<file path="src/hdl/ssc_pkg.sv">
// shared constants, register layouts and helpers for the serial channel
package ssc_pkg;
  localparam int MCLK_MHZ = 50;
  localparam int SCLK_HALF_NS = 160;
  localparam int SCLK_HALF_CYC = (SCLK_HALF_NS * MCLK_MHZ + 999) / 1000;
  localparam logic [4:0] HALF_LAST = 5'(SCLK_HALF_CYC - 1);

  localparam logic [7:0] ADR_CTRL = 8'h00;
  localparam logic [7:0] ADR_FMT = 8'h04;
  localparam logic [7:0] ADR_BAUD = 8'h08;
  localparam logic [7:0] ADR_SETUP = 8'h0C;
  localparam logic [7:0] ADR_HOLD = 8'h10;
  localparam logic [7:0] ADR_IDLE = 8'h14;
  localparam logic [7:0] ADR_INDA = 8'h18;
  localparam logic [7:0] ADR_FCNT = 8'h1C;
  localparam logic [7:0] ADR_SSEL = 8'h20;
  localparam logic [7:0] ADR_TRIG = 8'h24;
  localparam logic [7:0] ADR_TXD = 8'h28;
  localparam logic [7:0] ADR_RXD = 8'h2C;
  localparam logic [7:0] ADR_STAT = 8'h30;
  localparam int TRIG_START = 0;
  localparam int TRIG_STOP = 1;

  typedef struct packed {
    logic [16:0] rsvd;
    logic hw_trigger_select;
    logic select_input_enable;
    logic master_slave_select;
    logic tx_irq_enable;
    logic rx_irq_enable;
    logic frame_end_irq_enable;
    logic error_irq_enable;
    logic frame_count_continue;
    logic channel_lock;
    logic [2:0] channel_priority;
    logic memory_mode_select;
    logic rx_enable;
    logic tx_enable;
  } ssc_ctrl_t;

  typedef struct packed {
    logic [12:0] rsvd;
    logic [1:0] buffer_size;
    logic [5:0] frame_length;
    logic parity_check_enable;
    logic parity_select;
    logic safe_protocol_enable;
    logic safe_format_select;
    logic first_frame_crc_mask;
    logic select_return_inactive;
    logic forced_idle_after_frame;
    logic idle_select_level;
    logic bit_order;
    logic clock_phase;
    logic clock_polarity;
  } ssc_fmt_t;

  typedef struct packed {
    logic [24:0] rsvd;
    logic config_fault;
    logic crc_error;
    logic parity_error;
    logic abort_error;
    logic rx_full;
    logic busy;
    logic channel_enable_flag;
  } ssc_stat_t;

  localparam ssc_ctrl_t CTRL_RST = '{channel_priority: 3'h7, default: '0};
  localparam ssc_fmt_t FMT_RST = '{frame_length: 6'h20, default: '0};
  localparam logic [15:0] BAUD_RST = 16'h0001;
  localparam logic [15:0] DLY_RST = 16'h0001;
  localparam logic [15:0] INDA_RST = 16'h0000;
  localparam logic [15:0] SSEL_RST = 16'h0000;
  localparam logic [15:0] FCNT_RST = 16'h0001;
  localparam logic [2:0] PRIO_SLAVE = 3'h7;
  localparam logic [15:0] BAUD_SLAVE = 16'h0001;
  localparam logic [15:0] DLY_SLAVE = 16'h0001;
  localparam logic [15:0] INDA_SLAVE = 16'h0000;
  localparam logic [15:0] SSEL_SLAVE = 16'h0000;
  localparam logic [1:0] SIZE_DIRECT = 2'h0;
  localparam logic MODE_DIRECT = 1'h0;

  typedef enum logic [2:0] {
    M_IDLE = 3'h0,
    M_SETUP = 3'h1,
    M_HIGH = 3'h2,
    M_LOW = 3'h3,
    M_HOLD = 3'h4,
    M_GAP = 3'h5
  } ssc_mst_st_t;

  function automatic logic [5:0] bit_pos(input logic [5:0] idx, input logic [5:0] len,
                                         input logic lsb_first);
    return lsb_first ? idx : 6'(len - idx - 6'h01);
  endfunction

  function automatic logic data_parity(input logic [31:0] d, input logic [5:0] len);
    logic p;
    p = 1'h0;
    for (int i = 0; i < 32; i++) begin
      p = p ^ (d[i] & (6'(i) < len));
    end
    return p;
  endfunction

  // bits past the data length carry the parity bit
  function automatic logic frame_bit(input logic [31:0] d, input logic [5:0] idx,
                                     input logic [5:0] len, input logic lsb_first,
                                     input logic par);
    if (idx < len) begin
      return d[5'(bit_pos(idx, len, lsb_first))];
    end
    return par;
  endfunction
endpackage

</file>
<file path="src/hdl/ssc_link_if.sv">
// serial link between the channel and the external master
`timescale 1ns/10ps
`default_nettype none
interface ssc_link_if;
  logic sclk;
  logic cs_n;
  logic mosi;
  logic miso;
  logic miso_oe;
  modport dev (input sclk, input cs_n, input mosi, output miso, output miso_oe);
  modport mst (output sclk, output cs_n, output mosi, input miso, input miso_oe);
endinterface
`default_nettype wire

</file>
<file path="src/hdl/ssc_device.sv">
// slave-side serial channel with wishbone register file
//
// What this block does
// - without continuation, last frame clears channel enable
// - phase zero: shift even edges, sample odd
// - bit order zero sends MSB first
// - parity select zero means odd; check enable
// - software sets slave priority to 111
// - software leaves channel lock cleared
// - software sets clock polarity zero
// - software clears idle, select and safe controls
// - software keeps baud word at 0001
// - software sets setup, hold, idle delays 0001
// - software sets inter-data delay to 0000
// - software sets select and job-end 0000
// - software sets buffer size 00 direct mode
// - hardware trigger ignored unless selected
// - first-frame CRC error reported unless masked
// - interrupt enables let requests out
// - frame count setting gives frames per run
// - select input enable honours chip select pin
// - polarity zero means clock idles low
// - master/slave select one means slave mode
//
// Our own choices: the Wishbone register port and the address map.
`timescale 1ns/10ps
`default_nettype none
module ssc_device (
  input wire logic mclk,
  input wire logic rst_n,
  ssc_link_if.dev link,
  input wire logic wb_cyc_i,
  input wire logic wb_stb_i,
  input wire logic wb_we_i,
  input wire logic [7:0] wb_adr_i,
  input wire logic [3:0] wb_sel_i,
  input wire logic [31:0] wb_dat_i,
  output logic [31:0] wb_dat_o,
  output logic wb_ack_o,
  input wire logic hw_trigger,
  output logic irq_error,
  output logic irq_frame_end,
  output logic irq_rx,
  output logic irq_tx
);
  typedef struct packed {
    ssc_pkg::ssc_ctrl_t ctrl;
    ssc_pkg::ssc_fmt_t fmt;
    logic [15:0] baud, setup, hold, idle, inda, fcnt, ssel, left;
    logic [31:0] txd, rxd, tsh, rsh, dat;
    logic [5:0] cnt;
    logic [2:0] sck_q, cs_q, mo_q;
    logic sck_s, cs_s, mo_s;
    logic en, act, first, rx_full, perr, cerr, aerr;
    logic tpar, rpar, miso, moe, ack;
    logic ie, ife, irx, itx;
  } ssc_dev_st_t;

  localparam ssc_dev_st_t RST = '{
    ctrl: ssc_pkg::CTRL_RST,
    fmt: ssc_pkg::FMT_RST,
    baud: ssc_pkg::BAUD_RST,
    setup: ssc_pkg::DLY_RST,
    hold: ssc_pkg::DLY_RST,
    idle: ssc_pkg::DLY_RST,
    inda: ssc_pkg::INDA_RST,
    fcnt: ssc_pkg::FCNT_RST,
    ssel: ssc_pkg::SSEL_RST,
    cs_q: 3'h7,
    cs_s: 1'h1,
    default: '0
  };

  ssc_dev_st_t q, n;
  ssc_pkg::ssc_stat_t wc;
  logic [31:0] cur, w;
  logic [5:0] len, idx;
  logic acc, wr, sw_go, sw_stop, go, k_old, k_new, lead, trail, samp, shft;
  logic cs_act, cs_fall, live, lastb, bad_par;

  // only reports the slave set-up; a wrong set-up is not blocked
  function automatic logic cfg_fault(input ssc_dev_st_t s);
    return s.ctrl.master_slave_select & (
      (s.ctrl.channel_priority != ssc_pkg::PRIO_SLAVE) |
      s.ctrl.channel_lock |
      s.fmt.clock_polarity |
      s.fmt.forced_idle_after_frame | s.fmt.idle_select_level |
      s.fmt.select_return_inactive | s.fmt.safe_protocol_enable |
      (s.baud != ssc_pkg::BAUD_SLAVE) |
      (s.setup != ssc_pkg::DLY_SLAVE) | (s.hold != ssc_pkg::DLY_SLAVE) |
      (s.idle != ssc_pkg::DLY_SLAVE) |
      (s.inda != ssc_pkg::INDA_SLAVE) |
      (s.ssel != ssc_pkg::SSEL_SLAVE) |
      ((s.ctrl.memory_mode_select == ssc_pkg::MODE_DIRECT) &
       (s.fmt.buffer_size != ssc_pkg::SIZE_DIRECT)));
  endfunction

  function automatic logic [31:0] rd_word(input ssc_dev_st_t s, input logic [7:0] a);
    ssc_pkg::ssc_stat_t st;
    st = '0;
    st.channel_enable_flag = s.en;
    st.busy = s.act;
    st.rx_full = s.rx_full;
    st.abort_error = s.aerr;
    st.parity_error = s.perr;
    st.crc_error = s.cerr;
    st.config_fault = cfg_fault(s);
    case (a)
      ssc_pkg::ADR_CTRL: return s.ctrl;
      ssc_pkg::ADR_FMT: return s.fmt;
      ssc_pkg::ADR_BAUD: return {16'h0000, s.baud};
      ssc_pkg::ADR_SETUP: return {16'h0000, s.setup};
      ssc_pkg::ADR_HOLD: return {16'h0000, s.hold};
      ssc_pkg::ADR_IDLE: return {16'h0000, s.idle};
      ssc_pkg::ADR_INDA: return {16'h0000, s.inda};
      ssc_pkg::ADR_FCNT: return {16'h0000, s.fcnt};
      ssc_pkg::ADR_SSEL: return {16'h0000, s.ssel};
      ssc_pkg::ADR_TXD: return s.txd;
      ssc_pkg::ADR_RXD: return s.rxd;
      ssc_pkg::ADR_STAT: return st;
      default: return 32'h00000000;
    endcase
  endfunction

  function automatic logic [31:0] merge(input logic [31:0] o, input logic [31:0] d,
                                        input logic [3:0] sel);
    logic [31:0] r;
    r = o;
    for (int b = 0; b < 4; b++) begin
      if (sel[b]) begin
        r[b*8 +: 8] = d[b*8 +: 8];
      end
    end
    return r;
  endfunction

  // low byte must equal the xor of the upper three bytes
  function automatic logic check_ok(input logic [31:0] d);
    return d[7:0] == (d[31:24] ^ d[23:16] ^ d[15:8]);
  endfunction

  always_comb begin
    n = q;
    cur = rd_word(q, wb_adr_i);
    w = merge(cur, wb_dat_i, wb_sel_i);
    wc = w;
    acc = wb_cyc_i & wb_stb_i & ~q.ack;
    wr = wb_cyc_i & wb_stb_i & wb_we_i & q.ack; // lands at the edge where the master sees ack
    sw_go = wr & (wb_adr_i == ssc_pkg::ADR_TRIG) & w[ssc_pkg::TRIG_START];
    sw_stop = wr & (wb_adr_i == ssc_pkg::ADR_TRIG) & w[ssc_pkg::TRIG_STOP];
    n.ack = acc;
    if (acc) begin
      n.dat = cur;
    end
    n.ie = 1'h0;
    n.ife = 1'h0;
    n.irx = 1'h0;
    n.itx = 1'h0;
    // first stage feeds only the second; a level counts once stages two and three agree
    n.sck_q = {q.sck_q[1:0], link.sclk};
    n.cs_q = {q.cs_q[1:0], link.cs_n};
    n.mo_q = {q.mo_q[1:0], link.mosi};
    if (q.sck_q[2] == q.sck_q[1]) begin
      n.sck_s = q.sck_q[2];
    end
    if (q.cs_q[2] == q.cs_q[1]) begin
      n.cs_s = q.cs_q[2];
    end
    if (q.mo_q[2] == q.mo_q[1]) begin
      n.mo_s = q.mo_q[2];
    end
    k_old = q.sck_s ^ q.fmt.clock_polarity;
    k_new = n.sck_s ^ q.fmt.clock_polarity;
    lead = ~k_old & k_new;
    trail = k_old & ~k_new;
    samp = q.fmt.clock_phase ? trail : lead;
    shft = q.fmt.clock_phase ? lead : trail;
    cs_act = q.ctrl.select_input_enable ? ~n.cs_s : 1'h1;
    cs_fall = q.cs_s & ~n.cs_s;
    live = q.en & q.ctrl.master_slave_select;
    len = q.fmt.frame_length;
    idx = q.fmt.clock_phase ? q.cnt : 6'(q.cnt + 6'h01);
    lastb = (q.cnt == len);
    bad_par = q.rpar ^ n.mo_s ^ ~q.fmt.parity_select;
    go = q.ctrl.hw_trigger_select ? hw_trigger : sw_go;

    if (wr) begin
      case (wb_adr_i)
        ssc_pkg::ADR_CTRL: begin
          n.ctrl = w;
          n.ctrl.rsvd = '0;
        end
        ssc_pkg::ADR_FMT: begin
          n.fmt = w;
          n.fmt.rsvd = '0;
        end
        ssc_pkg::ADR_BAUD: n.baud = w[15:0];
        ssc_pkg::ADR_SETUP: n.setup = w[15:0];
        ssc_pkg::ADR_HOLD: n.hold = w[15:0];
        ssc_pkg::ADR_IDLE: n.idle = w[15:0];
        ssc_pkg::ADR_INDA: n.inda = w[15:0];
        ssc_pkg::ADR_FCNT: n.fcnt = w[15:0];
        ssc_pkg::ADR_SSEL: n.ssel = w[15:0];
        ssc_pkg::ADR_TXD: n.txd = w;
        ssc_pkg::ADR_STAT: begin
          n.perr = q.perr & ~wc.parity_error;
          n.cerr = q.cerr & ~wc.crc_error;
          n.aerr = q.aerr & ~wc.abort_error;
        end
        default: ;
      endcase
    end
    if (acc & ~wb_we_i & (wb_adr_i == ssc_pkg::ADR_RXD)) begin
      n.rx_full = 1'h0;
    end
    if (sw_stop) begin
      n.en = 1'h0;
    end else if (go & ~q.en) begin
      n.en = 1'h1;
      n.left = q.fcnt;
      n.first = 1'h1;
    end

    // hardware sets below override software clears above
    if (q.act & (~live | ~cs_act)) begin
      n.act = 1'h0;
      n.moe = 1'h0;
      n.aerr = 1'h1;
      n.ie = q.ctrl.error_irq_enable;
    end else if (~q.act) begin
      // with the select pin in use a frame needs a fresh falling select
      if (live & cs_act & (cs_fall | ~q.ctrl.select_input_enable)) begin
        n.act = 1'h1;
        n.cnt = 6'h00;
        n.tsh = q.txd;
        n.rsh = 32'h00000000;
        n.rpar = 1'h0;
        n.tpar = ssc_pkg::data_parity(q.txd, len) ^ ~q.fmt.parity_select;
        n.moe = q.ctrl.tx_enable;
        n.itx = q.ctrl.tx_irq_enable;
        if (~q.fmt.clock_phase) begin
          n.miso = ssc_pkg::frame_bit(q.txd, 6'h00, len, q.fmt.bit_order, n.tpar);
        end
      end
    end else begin
      if (shft) begin
        n.miso = ssc_pkg::frame_bit(q.tsh, idx, len, q.fmt.bit_order, q.tpar);
        if (~q.fmt.clock_phase) begin
          n.cnt = idx;
        end
      end
      if (samp & ~lastb) begin
        n.rsh[5'(ssc_pkg::bit_pos(q.cnt, len, q.fmt.bit_order))] = n.mo_s;
        n.rpar = q.rpar ^ n.mo_s;
        if (q.fmt.clock_phase) begin
          n.cnt = 6'(q.cnt + 6'h01);
        end
      end else if (samp) begin
        n.act = 1'h0;
        n.moe = 1'h0;
        n.first = 1'h0;
        n.ife = q.ctrl.frame_end_irq_enable;
        if (q.ctrl.rx_enable) begin
          n.rxd = q.rsh;
          n.rx_full = 1'h1;
          n.irx = q.ctrl.rx_irq_enable;
        end
        if (q.fmt.parity_check_enable & bad_par) begin
          n.perr = 1'h1;
          n.ie = q.ctrl.error_irq_enable;
        end
        if (q.fmt.safe_protocol_enable & ~check_ok(q.rsh) &
            ~(q.first & q.fmt.first_frame_crc_mask)) begin
          n.cerr = 1'h1;
          n.ie = q.ctrl.error_irq_enable;
        end
        if (q.left > 16'h0001) begin
          n.left = 16'(q.left - 16'h0001);
        end else if (q.ctrl.frame_count_continue) begin
          n.left = q.fcnt;
        end else begin
          n.en = 1'h0;
        end
      end
    end
  end

  always_ff @(posedge mclk) begin
    if (!rst_n) begin
      q <= RST;
    end else begin
      q <= n;
    end
  end

  assign wb_dat_o = q.dat;
  assign wb_ack_o = q.ack;
  assign link.miso = q.miso;
  assign link.miso_oe = q.moe;
  assign irq_error = q.ie;
  assign irq_frame_end = q.ife;
  assign irq_rx = q.irx;
  assign irq_tx = q.itx;
endmodule
`default_nettype wire

</file>
<file path="src/flat_wrapper.sv">
// flat-port wrapper written by rule: the top's interface ports become plain ports
module ssc_device_flat 
  (mclk, rst_n, wb_cyc_i, wb_stb_i, wb_we_i, wb_adr_i, wb_sel_i, wb_dat_i, wb_dat_o, wb_ack_o, hw_trigger, irq_error, irq_frame_end, irq_rx, irq_tx, link_sclk, link_cs_n, link_mosi, link_miso, link_miso_oe);
  ssc_link_if link_i ();
  input wire logic mclk;
  input wire logic rst_n;
  input wire logic wb_cyc_i;
  input wire logic wb_stb_i;
  input wire logic wb_we_i;
  input wire logic [7:0] wb_adr_i;
  input wire logic [3:0] wb_sel_i;
  input wire logic [31:0] wb_dat_i;
  output logic [31:0] wb_dat_o;
  output logic wb_ack_o;
  input wire logic hw_trigger;
  output logic irq_error;
  output logic irq_frame_end;
  output logic irq_rx;
  output logic irq_tx;
  input wire logic [$bits(link_i.sclk)-1:0] link_sclk;
  input wire logic [$bits(link_i.cs_n)-1:0] link_cs_n;
  input wire logic [$bits(link_i.mosi)-1:0] link_mosi;
  output wire logic [$bits(link_i.miso)-1:0] link_miso;
  output wire logic [$bits(link_i.miso_oe)-1:0] link_miso_oe;
  assign link_i.sclk = link_sclk;
  assign link_i.cs_n = link_cs_n;
  assign link_i.mosi = link_mosi;
  assign link_miso = link_i.miso;
  assign link_miso_oe = link_i.miso_oe;
  ssc_device u_core (.mclk(mclk), .rst_n(rst_n), .link(link_i), .wb_cyc_i(wb_cyc_i), .wb_stb_i(wb_stb_i), .wb_we_i(wb_we_i), .wb_adr_i(wb_adr_i), .wb_sel_i(wb_sel_i), .wb_dat_i(wb_dat_i), .wb_dat_o(wb_dat_o), .wb_ack_o(wb_ack_o), .hw_trigger(hw_trigger), .irq_error(irq_error), .irq_frame_end(irq_frame_end), .irq_rx(irq_rx), .irq_tx(irq_tx));
endmodule
</file>
<file path="config.mk">
export PLATFORM = sky130hd
export DESIGN_NAME = ssc_device_flat
export DESIGN_NICKNAME = d
export VERILOG_FILES = /design/src/hdl/ssc_pkg.sv /design/src/hdl/ssc_link_if.sv /design/src/hdl/ssc_device.sv /design/src/flat_wrapper.sv
export SDC_FILE = /design/constraint.sdc
export NUM_CORES = 1
export LEC_CHECK = 0
export BUFFER_PORTS_ARGS = -buffer_cell sky130_fd_sc_hd__buf_2
export CAP_MARGIN = 0
export CORE_MARGIN = 2
export CORE_UTILIZATION = 65
export CTS_CLUSTER_SIZE = 28
export DETAILED_ROUTE_END_ITERATION = 12
export HOLD_SLACK_MARGIN = 0.03
export PLACE_DENSITY = 0.94
export SYNTH_ARGS = -nofsm -noshare
export SYNTH_HDL_FRONTEND = slang
export SYNTH_SLANG_ARGS = --single-unit
</file>
<file path="constraint.sdc">
create_clock -name mclk -period 7.7 [get_ports mclk]
set_clock_uncertainty 0.15 [all_clocks]
set_input_delay 0.77 -clock mclk [delete_from_list [all_inputs] [get_ports mclk]]
set_output_delay 0.77 -clock mclk [all_outputs]
set_load 0.02 [all_outputs]
</file>
==> impl_metrics.sql <==
INSERT INTO impl_metrics (metric_group, metric, value, unit) VALUES
('synth', 'synth-seq-cells', '356', ''),
('grt', 'grt_max_degree', '164', ''),
('die', 'start_util', '66.13', '%'),
('die', 'floorplan.core_area', '0.02778', 'mm2'),
('status', 'outcome', 'finished clean', ''),
('route', 'finalWirelength', '66.34', 'mm'),
('grt', 'number_of_antenna_violations_at_the_first_check_in_global_routing', '0', ''),
('sta', 'setup-tns-final', '0', 'ns'),
('route', 'vias_per_cell', '6.965', ''),
('placed_design', 'port_buffers', '91', ''),
('layout', 'proportion_of_layout_cells_with_a_drive_suffix_above_1', '10.57', '%'),
('route', 'route.vias.total', '18380', ''),
('die', 'rows', '61', ''),
('sta', 'max_clock_freq', '218.6', 'MHz'),
('cts', 'cts-hold-fix-buffers', '0', ''),
('synth', 'post-synth-top-area-cell', 'sky130_fd_sc_hd__dfxtp_1', ''),
('sta', 'slew_headroom', '5.603', '%'),
('worst_setup_path', 'timing.critical_path.from_type', 'flop', ''),
('route', 'met2_wirelength', '28.03', 'mm'),
('grt', 'grt_overflow_total', '0', ''),
('synth', 'yosysWarnings', '0', ''),
('route', 'met1Wirelength', '24.57', 'mm'),
('placed_design', 'placed_cells_incl_taps', '2571', ''),
('worst_setup_path', 'critical_path.max_stage_delay', '0.95', 'ns'),
('layout', 'final_cells', '2639', ''),
('power', 'p_int', '2.949', 'mW'),
('worst_setup_path', 'critical_path.slowest_cell', 'sky130_fd_sc_hd__a21oi_1', ''),
('synth', 'postSynth.topFlopCell', 'sky130_fd_sc_hd__dfxtp_1', ''),
('power', 'power_frac_comb', '4.6', '%'),
('grt', 'via_count_of_the_first_global_routing_pass', '16860', ''),
('route', 'remaining_drc_errors', '0', ''),
('cts', 'clk-insertion-delay-late', '0.54', 'ns'),
('cts', 'post_cts.repair.setup_buffers', '0', ''),
('route', 'post_drt_wl_per_cell', '25.14', 'um'),
('synth', 'cell_count_after_synthesis', '2266', ''),
('sta', 'report.final.setup_viol', '0', ''),
('synth', 'synth_sequential_area_ratio', '38.79', '%'),
('placed_design', 'hpwlAfterDp', '45.02', 'mm'),
('sta', 'final.min_clock_period', '4.575', 'ns'),
('die', 'die_height', '172.1', 'um'),
('placed_design', 'place.gp.congestion', '1.056', ''),
('die', 'floorplan.die.width', '172.1', 'um'),
('die', 'design.portCount', '92', ''),
('cts', 'post_cts.resized_instances', '0', ''),
('cts', 'clock-sinks', '356', ''),
('worst_setup_path', 'critPathKind', 'flop to flop', ''),
('layout', 'final_net_count', '2307', ''),
('synth', 'syn-mean-instance-area', '8.108', 'um2'),
('synth', 'synth_enable_flop_cells', '0', ''),
('layout', 'antenna_cells_inserted', '0', ''),
('sta', 'timing_max_transition_violations_final', '0', ''),
('synth', 'mappedNetlistNets', '2340', ''),
('sta', 'worst_pin_slew', '1.377', 'ns'),
('worst_setup_path', 'critical_path.endpoint_type', 'flop', ''),
('worst_setup_path', 'cp_data_arrival_time', '4.86', 'ns'),
('cts', 'worst_setup_hold_path_clk_slew', '0.06', 'ns'),
('sta', 'grt_setup_unrepaired', 'false', ''),
('worst_setup_path', 'crit_required', '7.98', 'ns'),
('worst_setup_path', 'critPathMostFrequentCell', 'sky130_fd_sc_hd__mux2i_1', ''),
('layout', 'fin_util', '71.56', '%'),
('synth', 'syn_area', '0.01837', 'mm2'),
('synth', 'netlist_top_cells_area', 'sky130_fd_sc_hd__dfxtp_1, sky130_fd_sc_hd__nor2_1, sky130_fd_sc_hd__a21oi_1, sky130_fd_sc_hd__mux2i_1, sky130_fd_sc_hd__nand2_1', ''),
('cts', 'clock_path_buffers', '3', ''),
('worst_setup_path', 'critical-path-top-delay-family', 'compound AO/OA/AOI/OAI gates', ''),
('grt', 'grt_first_pass_wirelength', '98.65', 'mm'),
('layout', 'area_added_between_synthesis_and_finish', '8.206', '%'),
('cts', 'clk_root_buf', 'sky130_fd_sc_hd__clkbuf_16', ''),
('power', 'power.switching_fraction', '23.84', '%'),
('job', 'maxCapViolations', '0', ''),
('power', 'share_seq_of_total_power', '48.0', '%'),
('grt', 'globalRouteTotalUtil', '43.90', '%');
## power groups by stage
stage	combinational [mW]	clock, mW	sequential, mW
after global placement	0.167	0	1.90
after global routing	0.184	1.90	1.86
after CTS	0.171	1.83	1.86
final	0.177	1.83	1.86
after floorplan	0.117	0	1.90
after detailed placement	0.169	0	1.90
## final cells by class
cell class,instances,area (um2)
multi-input combinational,1684,10260
fill,2071,7901
sequential,356,7127
clock buffer,52,1074
timing repair buffer,114,628.1
tap,378,473.0
clock inverter,16,160.2
inverter,39,153.9
## per-stage QoR
stage / area (um2) / worst slack (ns) / power [mW] / hold slack, ns
global placement: 18650 / 3.196 / 2.067 / 0.2714
CTS: 19880 / 3.468 / 3.858 / 0.2758
floorplan: 18370 / 4.507 / 2.016 / 0.2363
finish: 19880 / 3.125 / 3.871 / 0.2782
detailed placement: 18650 / 3.015 / 2.070 / 0.2708
global route: 19880 / 2.894 / 3.946 / 0.2909
## flip-flops by register name, indices dropped and copies added (netlist names)
name,count
u_core.irq_frame_end,1
u_core.wb_dat_o,32
u_core.wb_ack_o,1
u_core.irq_tx,1
u_core.n,6
u_core.len,6
u_core.link.miso,1
u_core.link.miso_oe,1
u_core.q,305
u_core.irq_error,1
u_core.irq_rx,1
## cells by family after synthesis
family / Yosys count / synth area share (%)
AO/OA/AOI/OAI: 591 / 20.05
XOR/XNOR: 69 / 3.630
adder cells (fa/ha/maj): 23 / 1.621
buffers and inverters: 226 / 5.659
flip-flops: 356 / 38.79
multiplexers: 152 / 9.480
AND/OR/NAND/NOR: 849 / 20.77
## cell usage in the layout (no fill, tap or decap), drive strengths merged, types with 11 or more instances in the layout
cell type and n:
o211ai 17, nor3 35, mux4 15, a22o 11, mux2i 124, a22oi 51
dfxtp 356, o21a 24, nor4 33, a31oi 21, or3 16, nand2b 15
nand2 184, inv 41, nand4 12, xnor2 44, a211oi 23, o22ai 17
nand3 29, nor2 454, clkbuf 52, a21oi 260, ha 19, a21o 11
mux2 13, buf 114, o21ai 85, xor2 21, and2 17
## per-layer routing
metal  global-route usage [%]  up-vias
met2                    66.88     1487
li1                         -     7901
met5                        0        -
met1                    56.43     8581
met4                    25.69        0
met3                    11.24      411
## Yosys cell counts (5+ instances only)
master	n
sky130_fd_sc_hd__mux2i_1	122
sky130_fd_sc_hd__buf_1	5
sky130_fd_sc_hd__a221oi_1	8
sky130_fd_sc_hd__a22o_1	10
sky130_fd_sc_hd__ha_1	19
sky130_fd_sc_hd__nor4_1	32
sky130_fd_sc_hd__and3_1	6
sky130_fd_sc_hd__nor2b_1	9
sky130_fd_sc_hd__o211ai_1	17
sky130_fd_sc_hd__or3_1	16
sky130_fd_sc_hd__mux4_2	15
sky130_fd_sc_hd__nand4_1	12
sky130_fd_sc_hd__a21oi_1	258
sky130_fd_sc_hd__a311oi_1	7
sky130_fd_sc_hd__a31oi_1	21
sky130_fd_sc_hd__a222oi_1	9
sky130_fd_sc_hd__nor2_1	449
sky130_fd_sc_hd__a211oi_1	23
sky130_fd_sc_hd__xnor2_1	44
sky130_fd_sc_hd__a21boi_0	7
sky130_fd_sc_hd__xor2_1	20
sky130_fd_sc_hd__nor3_1	34
sky130_fd_sc_hd__o22ai_1	17
sky130_fd_sc_hd__a22oi_1	51
sky130_fd_sc_hd__o21a_1	24
sky130_fd_sc_hd__buf_4	35
sky130_fd_sc_hd__nand2b_1	15
sky130_fd_sc_hd__o21ai_0	81
sky130_fd_sc_hd__clkbuf_1	109
sky130_fd_sc_hd__a21o_1	11
sky130_fd_sc_hd__buf_2	36
sky130_fd_sc_hd__nand3b_1	8
sky130_fd_sc_hd__and2_1	15
sky130_fd_sc_hd__nand3_1	29
sky130_fd_sc_hd__nand2_1	184
sky130_fd_sc_hd__inv_1	39
sky130_fd_sc_hd__mux2_2	12
sky130_fd_sc_hd__dfxtp_1	356
## worst paths after layout
check | from | to | cells past startpoint
min | u_core.n[23] | u_core.n[24] | 1
max reg2reg | u_core.q[29] | u_core.link.miso | 14
min reg2reg | u_core.n[23] | u_core.n[24] | 1
max | u_core.q[29] | u_core.link.miso | 14
Note: power is estimated with default switching activity, not from simulation.
